**src/logic/slc_pkg.sv**
```systemverilog
// package for the slot level and ceiling alert flag block
package slc_pkg;
   // printed offsets are word indices; byte address is four times the index
   localparam logic [3:0] SLC_IDX_LEVEL_ZERO = 4'h2;
   localparam logic [3:0] SLC_IDX_LEVEL_ONE = 4'h3;
   localparam logic [3:0] SLC_IDX_CEILING = 4'h4;
   localparam int SLC_NUM_SLOTS = 12;
   localparam int SLC_REG_WIDTH = 16;
   localparam logic [11:0] SLC_FLAGS_RESET = 12'h000;
   localparam logic [1:0] SLC_RESP_OKAY = 2'h0;
   localparam logic [1:0] SLC_RESP_SLVERR = 2'h2;

   // one data-register update event from the sequencer
   typedef struct packed {
      logic update;
      logic [3:0] slot;
      logic level_zero_met;
      logic level_one_met;
      logic ceiling_exceeded;
   } slc_update_t;

   typedef struct packed {
      logic [11:0] level_zero;
      logic [11:0] level_one;
      logic [11:0] ceiling;
   } slc_flags_t;

   typedef struct packed {
      logic aw_held;
      logic [11:0] awaddr;
      logic w_held;
      logic [31:0] wdata;
      logic [3:0] wstrb;
      logic bvalid;
      logic [1:0] bresp;
      logic rvalid;
      logic [31:0] rdata;
      logic [1:0] rresp;
      logic awready;
      logic wready;
      logic arready;
   } slc_bus_t;

   typedef struct packed {
      slc_flags_t flags;
      slc_bus_t bus;
   } slc_state_t;
endpackage

```
**src/logic/slc_alert_flags.sv**
```systemverilog
// twelve-slot level and ceiling alert flags behind an AXI4-Lite slave
//
// Design decision made here: the AXI4-Lite interface to the registers.
`timescale 1ns/1ns
module slc_alert_flags
   import slc_pkg::*;
(
   // clock and reset
   input wire logic aclk,
   input wire logic aresetn,
   // sequencer update events
   input wire slc_update_t upd,
   // axi4-lite write address and data
   input wire logic awvalid,
   output logic awready,
   input wire logic [11:0] awaddr,
   input wire logic [2:0] awprot,
   input wire logic wvalid,
   output logic wready,
   input wire logic [31:0] wdata,
   input wire logic [3:0] wstrb,
   // axi4-lite write response
   output logic bvalid,
   input wire logic bready,
   output logic [1:0] bresp,
   // axi4-lite read
   input wire logic arvalid,
   output logic arready,
   input wire logic [11:0] araddr,
   input wire logic [2:0] arprot,
   output logic rvalid,
   input wire logic rready,
   output logic [31:0] rdata,
   output logic [1:0] rresp
);

   // register map, byte address = four times the register index:
   //   0x08 level-zero alert flags, one bit per slot, A in bit 0 to L in bit 11
   //   0x0c level-one alert flags, same slot order
   //   0x10 channel-one ceiling flags, same slot order
   // bits 31 to 12 of every flag register read zero and ignore writes
   // any other address reads zero and answers with an error; writes there are dropped
   // flags are write-one-to-clear: software reads, handles, then writes back the bits it saw,
   // which cannot lose an event that arrives between the read and the write
   // the block holds one write and one read at a time; readies drop from acceptance
   // until the response is taken, so a master that keeps its requests up simply waits
   // update events are taken as they come on this clock; the sequencer must pulse
   // update for exactly one cycle per data register update, slots 12 to 15 are ignored
   // limitation: only byte lanes 0 and 1 reach flag bits, a write with neither strobe
   // set completes normally and clears nothing

   slc_state_t s_q;
   slc_state_t s_d;

   // register index of an aligned byte address below 0x40, or all ones for any other address
   function automatic logic [3:0] reg_index(input logic [11:0] addr);
      if (addr[1:0] != 2'h0 || addr[11:6] != 6'h00) begin
         return 4'hf;
      end
      return addr[5:2];
   endfunction

   // true for the three flag registers; every other index answers with an error
   function automatic logic mapped(input logic [3:0] idx);
      return idx == SLC_IDX_LEVEL_ZERO || idx == SLC_IDX_LEVEL_ONE ||
             idx == SLC_IDX_CEILING;
   endfunction

   // response code for an access to the given index
   // reads and writes share it so both sides of the bus agree on what is mapped
   function automatic logic [1:0] resp_of(input logic [3:0] idx);
      logic [1:0] code;
      code = SLC_RESP_SLVERR;
      if (mapped(idx)) begin
         code = SLC_RESP_OKAY;
      end
      return code;
   endfunction

   // one-hot slot select for an update event
   // slots beyond L select nothing, so a stray slot number cannot touch a reserved bit
   function automatic logic [11:0] slot_select(input slc_update_t u);
      logic [11:0] sel;
      sel = 12'h000;
      if (u.update && u.slot < 4'(SLC_NUM_SLOTS)) begin
         sel[u.slot] = 1'b1;
      end
      return sel;
   endfunction

   // clear mask from a write; only byte lanes 0 and 1 reach flag bits, and
   // the reserved top nibble of lane 1 is dropped here
   function automatic logic [11:0] clear_mask(input logic [31:0] data, input logic [3:0] strb);
      logic [11:0] mask;
      mask = 12'h000;
      if (strb[0]) begin
         mask[7:0] = data[7:0];
      end
      if (strb[1]) begin
         mask[11:8] = data[11:8];
      end
      return mask;
   endfunction

   // next value of one flag register: the write clears first, then the update sets,
   // so an event landing in the same cycle as its clear is never lost
   function automatic logic [11:0] next_flags(input logic [11:0] cur, input logic [11:0] clr,
      input logic [11:0] set);
      return (cur & ~clr) | set;
   endfunction

   // flag register widened to the bus; bits 31 to 12 are reserved and read zero
   function automatic logic [31:0] bus_word(input logic [11:0] flags);
      return {20'h00000, flags};
   endfunction

   // read data for an index, taken from the flags as they stand at acceptance
   function automatic logic [31:0] read_word(input logic [3:0] idx, input slc_flags_t f);
      logic [31:0] word;
      word = 32'h00000000;
      case (idx)
         SLC_IDX_LEVEL_ZERO: begin
            word = bus_word(f.level_zero);
         end
         SLC_IDX_LEVEL_ONE: begin
            word = bus_word(f.level_one);
         end
         SLC_IDX_CEILING: begin
            word = bus_word(f.ceiling);
         end
         default: begin
            word = 32'h00000000;
         end
      endcase
      return word;
   endfunction

   // update side
   logic [11:0] hit;
   logic [11:0] set_lz;
   logic [11:0] set_lo;
   logic [11:0] set_ce;
   // write side
   logic aw_take;
   logic w_take;
   logic b_done;
   logic do_write;
   logic [3:0] widx;
   logic [11:0] wclr;
   logic [11:0] clr_lz;
   logic [11:0] clr_lo;
   logic [11:0] clr_ce;
   // read side
   logic ar_take;
   logic r_done;
   logic [3:0] ridx;

   // the whole next state is worked out here from the registered state and the inputs, and only state registers drive the outputs,
   // so no output of the block depends combinationally on a bus input
   always_comb begin
      s_d = s_q;

      // update events: each criterion result feeds its own register
      hit = slot_select(upd);
      set_lz = 12'h000;
      set_lo = 12'h000;
      set_ce = 12'h000;
      if (upd.level_zero_met) begin
         set_lz = hit;
      end
      if (upd.level_one_met) begin
         set_lo = hit;
      end
      if (upd.ceiling_exceeded) begin
         set_ce = hit;
      end

      // write side: address and data caught in either order and held until both are in
      aw_take = awvalid && s_q.bus.awready;
      w_take = wvalid && s_q.bus.wready;
      if (aw_take) begin
         s_d.bus.aw_held = 1'b1;
         s_d.bus.awaddr = awaddr;
         s_d.bus.awready = 1'b0;
      end
      if (w_take) begin
         s_d.bus.w_held = 1'b1;
         s_d.bus.wdata = wdata;
         s_d.bus.wstrb = wstrb;
         s_d.bus.wready = 1'b0;
      end

      // a write takes effect the cycle after both halves are held
      do_write = s_q.bus.aw_held && s_q.bus.w_held && !s_q.bus.bvalid;
      widx = reg_index(s_q.bus.awaddr);
      wclr = 12'h000;
      if (do_write) begin
         wclr = clear_mask(s_q.bus.wdata, s_q.bus.wstrb);
         s_d.bus.bvalid = 1'b1;
         s_d.bus.bresp = resp_of(widx);
         s_d.bus.aw_held = 1'b0;
         s_d.bus.w_held = 1'b0;
      end
      // readies return only after the response is taken: one write in flight at most
      b_done = s_q.bus.bvalid && bready;
      if (b_done) begin
         s_d.bus.bvalid = 1'b0;
         s_d.bus.awready = 1'b1;
         s_d.bus.wready = 1'b1;
      end

      // a write to an unmapped index clears nothing
      clr_lz = 12'h000;
      clr_lo = 12'h000;
      clr_ce = 12'h000;
      if (do_write && widx == SLC_IDX_LEVEL_ZERO) begin
         clr_lz = wclr;
      end
      if (do_write && widx == SLC_IDX_LEVEL_ONE) begin
         clr_lo = wclr;
      end
      if (do_write && widx == SLC_IDX_CEILING) begin
         clr_ce = wclr;
      end

      // set wins over a clear landing in the same cycle
      s_d.flags.level_zero = next_flags(s_q.flags.level_zero, clr_lz, set_lz);
      s_d.flags.level_one = next_flags(s_q.flags.level_one, clr_lo, set_lo);
      s_d.flags.ceiling = next_flags(s_q.flags.ceiling, clr_ce, set_ce);

      // read side: one outstanding read, answered the cycle after acceptance;
      // the data is a snapshot, later updates show on the next read
      ridx = reg_index(araddr);
      ar_take = arvalid && s_q.bus.arready;
      if (ar_take) begin
         s_d.bus.arready = 1'b0;
         s_d.bus.rvalid = 1'b1;
         s_d.bus.rresp = resp_of(ridx);
         s_d.bus.rdata = read_word(ridx, s_q.flags);
      end
      r_done = s_q.bus.rvalid && rready;
      if (r_done) begin
         s_d.bus.rvalid = 1'b0;
         s_d.bus.arready = 1'b1;
      end
   end

   // synchronous reset: every field gets a constant, the bus comes up idle and ready,
   // so the first request may arrive at the first edge after release
   always_ff @(posedge aclk) begin
      if (!aresetn) begin
         s_q <= '0;
         // flags clear on reset and stay clear until an update sets them
         s_q.flags.level_zero <= SLC_FLAGS_RESET;
         s_q.flags.level_one <= SLC_FLAGS_RESET;
         s_q.flags.ceiling <= SLC_FLAGS_RESET;
         // write channels idle and ready
         s_q.bus.aw_held <= 1'b0;
         s_q.bus.awaddr <= 12'h000;
         s_q.bus.w_held <= 1'b0;
         s_q.bus.wdata <= 32'h00000000;
         s_q.bus.wstrb <= 4'h0;
         s_q.bus.bvalid <= 1'b0;
         s_q.bus.bresp <= SLC_RESP_OKAY;
         s_q.bus.awready <= 1'b1;
         s_q.bus.wready <= 1'b1;
         // read channel idle and ready
         s_q.bus.rvalid <= 1'b0;
         s_q.bus.rresp <= SLC_RESP_OKAY;
         s_q.bus.rdata <= 32'h00000000;
         s_q.bus.arready <= 1'b1;
      end else begin
         s_q <= s_d;
      end
   end

   // every output comes straight from a state register
   // write channels
   assign awready = s_q.bus.awready;
   assign wready = s_q.bus.wready;
   assign bvalid = s_q.bus.bvalid;
   assign bresp = s_q.bus.bresp;
   // read channel
   assign arready = s_q.bus.arready;
   assign rvalid = s_q.bus.rvalid;
   assign rdata = s_q.bus.rdata;
   assign rresp = s_q.bus.rresp;

endmodule

```
**config.mk**
```make
export PLATFORM = sky130hd
export DESIGN_NAME = slc_alert_flags
export DESIGN_NICKNAME = d
export VERILOG_FILES = /design/src/logic/slc_pkg.sv /design/src/logic/slc_alert_flags.sv
export SDC_FILE = /design/constraint.sdc
export NUM_CORES = 1
export LEC_CHECK = 0
export ABC_AREA = 1
export CORE_MARGIN = 2
export CORE_UTILIZATION = 50
export CTS_BUF_LIST = sky130_fd_sc_hd__clkbuf_16
export DETAILED_ROUTE_END_ITERATION = 12
export DONT_BUFFER_PORTS = 1
export PLACE_DENSITY = 0.7
export SYNTH_ARGS = -nofsm -noshare
export SYNTH_HDL_FRONTEND = slang
export SYNTH_SLANG_ARGS = --single-unit
export TNS_END_PERCENT = 50
```
**constraint.sdc**
```tcl
create_clock -name aclk -period 2.37 [get_ports aclk]
set_input_delay 0.1185 -clock aclk [delete_from_list [all_inputs] [get_ports aclk]]
set_output_delay 0.1185 -clock aclk [all_outputs]
set_load 0.005 [all_outputs]
```
==> results.sh <==
export IMPL_drtIter0Drc=291
export IMPL_post_place_cells=578
export IMPL_post_dp_hpwl_um=5870
export IMPL_syn_to_final_growth_pct=11.8
export IMPL_worstMarginPinSlew_ns=0.874
export IMPL_wl_um=9070
export IMPL_grt_overflow=0
export IMPL_ctsResizeCount=0
export IMPL_hold_path_class="input pin to register"
export IMPL_setup_slack_ns=0.434
export IMPL_port_buffers=0
export IMPL_ys_warnings_count=0
export IMPL_synth_seq_area_share_pct=44.1
export IMPL_maxSlewViolCount=0
export IMPL_cts_path_max_buffers=2
export IMPL_routabilityCongestion=0.783
export IMPL_worst_setup_path_type="input pin to register"
export IMPL_final_hold_viol_count=1
export IMPL_start_kind="input pin"
export IMPL_fillers=717
export IMPL_leakagePower_nw=1.55
export IMPL_core_area_um2=7290
export IMPL_drv_cap=0
export IMPL_drc_errors=0
export IMPL_synth_top_area_share_pct=44.1
export IMPL_postSynthCellCount=515
export IMPL_grt_pass1_wl_um=14900
export IMPL_stdcell_area_um2=4210
export IMPL_fp_dieArea_um2=8240
export IMPL_ctsRootBufferMaster="clkbuf_16"
export IMPL_die_w_um=90.8
export IMPL_endpoint="rvalid"
export IMPL_finalClockSkew_ns=0.00628
export IMPL_clkLatencyLatePin_ns=0.34
export IMPL_netlist_area_um2=3770
export IMPL_rows=31
export IMPL_fmax_mhz=517
export IMPL_cts_tree="built"
export IMPL_yosys_area_top_type="dfxtp_1"
export IMPL_timing_rr_end="s_q[111]"
export IMPL_drtAntennaViolNets=0
export IMPL_cp_required_ns=2.65
export IMPL_ioPinCount=122
export IMPL_htreeDepth=3
export IMPL_setup_viol=0
export IMPL_cp_num_buf_inv=3
export IMPL_r2r_slack_ns=0.52
export IMPL_grtUsageTotal_pct=22.5
export IMPL_fin_hold_ws_ns=-0.00363
export IMPL_worstPathCellList="dlygate4sd3_1 -> clkinv_1 -> buf_4 -> a21oi_1 -> o21a_1"
export IMPL_setup_worst_path_start="aresetn"
export IMPL_start_util_pct=51.6
export IMPL_dpl_cell_area_um2=3610
export IMPL_cts_clk_slew_worst_paths_ns=0.06
export IMPL_reg2reg_from="s_q[85]"
export IMPL_drive_gt1_share_pct=5.70
export IMPL_fin_nets=602
export IMPL_path_depth=5
export IMPL_final_core_util_pct=57.7
export IMPL_grt_max_degree=51
export IMPL_hold_start="wdata[10]"
export IMPL_antenna_diode_count=0
export IMPL_cts_setup_buffers=0
export IMPL_crit_path_end_kind="register"
export IMPL_synth_area_leaders="dfxtp_1 (44%), nand2_1 (9.1%), o21ai_0 (8.4%)"
export IMPL_power_density_nw_per_um2=741
export IMPL_wl_per_cell_um=14.5
export IMPL_ys_types=24
export IMPL_drt_pass1_iterations=5
export IMPL_cp_top_family="buffers and inverters"
export IMPL_ys_ff_latch=83
export IMPL_period_share_pct=81.7
export IMPL_violations="hold timing"
export IMPL_syn_area_per_cell_um2=7.31
export IMPL_slew_headroom_pct=41.5
export IMPL_crit_path_max_fanout=50
export IMPL_vias=3378
export IMPL_die_y_um=90.8
export IMPL_rsz0062_at_grt="false"
export IMPL_status="finished, violations left"
export IMPL_ir_drop_mv=0.477
export IMPL_tns_ns=0
export IMPL_numCtsBuffers=9
export IMPL_vias_per_cell=5.40
export IMPL_final_cells=625
export IMPL_antenna_found_initial=0
export IMPL_finalPower_mw=3.12
export IMPL_grt_pass1_vias=3146
export IMPL_cp_slowest_cell="dlygate4sd3_1"
export IMPL_clock_sinks=83
export IMPL_final_min_clock_period_ns=1.94
export IMPL_max_stage_delay_ns=1.11
export IMPL_place_ws_ns=0.634
export IMPL_worstRegToRegCells=6
export IMPL_cp_arrival_ns=2.22
[cell usage after synthesis]
master     n
a21oi_4    1
clkbuf_1  18
a21boi_0   1
clkbuf_4   1
nor2_2     2
nor2_1    76
inv_2      1
o21a_1     1
nand2_1   91
nand4_1   27
clkinv_1   2
buf_4     37
inv_1     14
nand3_4    1
nor3_2     1
conb_1     1
dfxtp_1   83
buf_6      3
a21oi_1   52
buf_2      4
a21oi_2    3
or2_2      1
nand3_1   31
o21ai_0   63
[placed cells by master (no fill, tap or decap), types with 2 or more instances in the layout]
cell	instances
nor2_2	2
nand4_1	27
dlygate4sd3_1	31
a21oi_2	3
nand3_1	31
nor2_1	76
o21ai_0	63
clkinv_1	4
buf_4	6
clkbuf_16	9
a21oi_1	52
dfxtp_1	83
inv_1	14
conb_1	22
nand2_1	91
[final cells by class]
| cell class | instances | area, um^2 | area share, % |
|---|---|---|---|
| clock buffer | 9 | 225 | 5.35 |
| clock inverter | 7 | 67.6 | 1.60 |
| inverter | 17 | 63.8 | 1.52 |
| multi-input combinational | 373 | 1710 | 40.7 |
| sequential | 83 | 1660 | 39.5 |
| tap | 99 | 124 | 2.94 |
| timing repair buffer | 37 | 355 | 8.44 |
[registers in the layout, summed over array words and instances, names as in the netlist]
register and flops:
bvalid 1, rvalid 1, bresp 1, rdata 12, s_q 64, arready 1, rresp 1, wready 1
awready 1
[what timing repair did]
item / in CTS / in global routing
endpoints found under the setup margin: 0 / 0
hold endpoints to repair: 70 / 0
hold buffers: 31 / 0
[how the worst min path moves through the flow]
stage,cells after the start,slack (ns),endpoint
2_1_floorplan,2,0.26,arready
3_3_place_gp,2,0.26,s_q[78]
3_5_place_dp,2,0.26,s_q[89]
4_1_cts,2,0.004,s_q[55]
5_1_grt,2,0.03,s_q[55]
6_report,2,-0.004,s_q[55]
[cells by family (layout without fill, tap and decap cells)]
kind of cell           Yosys count  in the layout  share of synthesized area [%]
AO/OA/AOI/OAI                  121            121                           16.8
AND/OR/NAND/NOR                230            230                           26.5
other                            1             22                         0.0996
flip-flops                      83             83                           44.1
buffers and inverters           80             70                           12.5
[metal layers]
metal  up-vias  routed length (um)  track usage (%)
met5         -                   0                0
met4         0                 147             7.45
met3        18                 655             5.59
met2       138                4410             38.5
met1      1546                3860             27.8
li1       1676                   -                -
[power breakdown]
part	internal, mW	switching (mW)
registers	1.46	0.0324
logic	0.0904	0.167
clock network	0.812	0.563
Note: power is estimated with default switching activity, not from simulation.
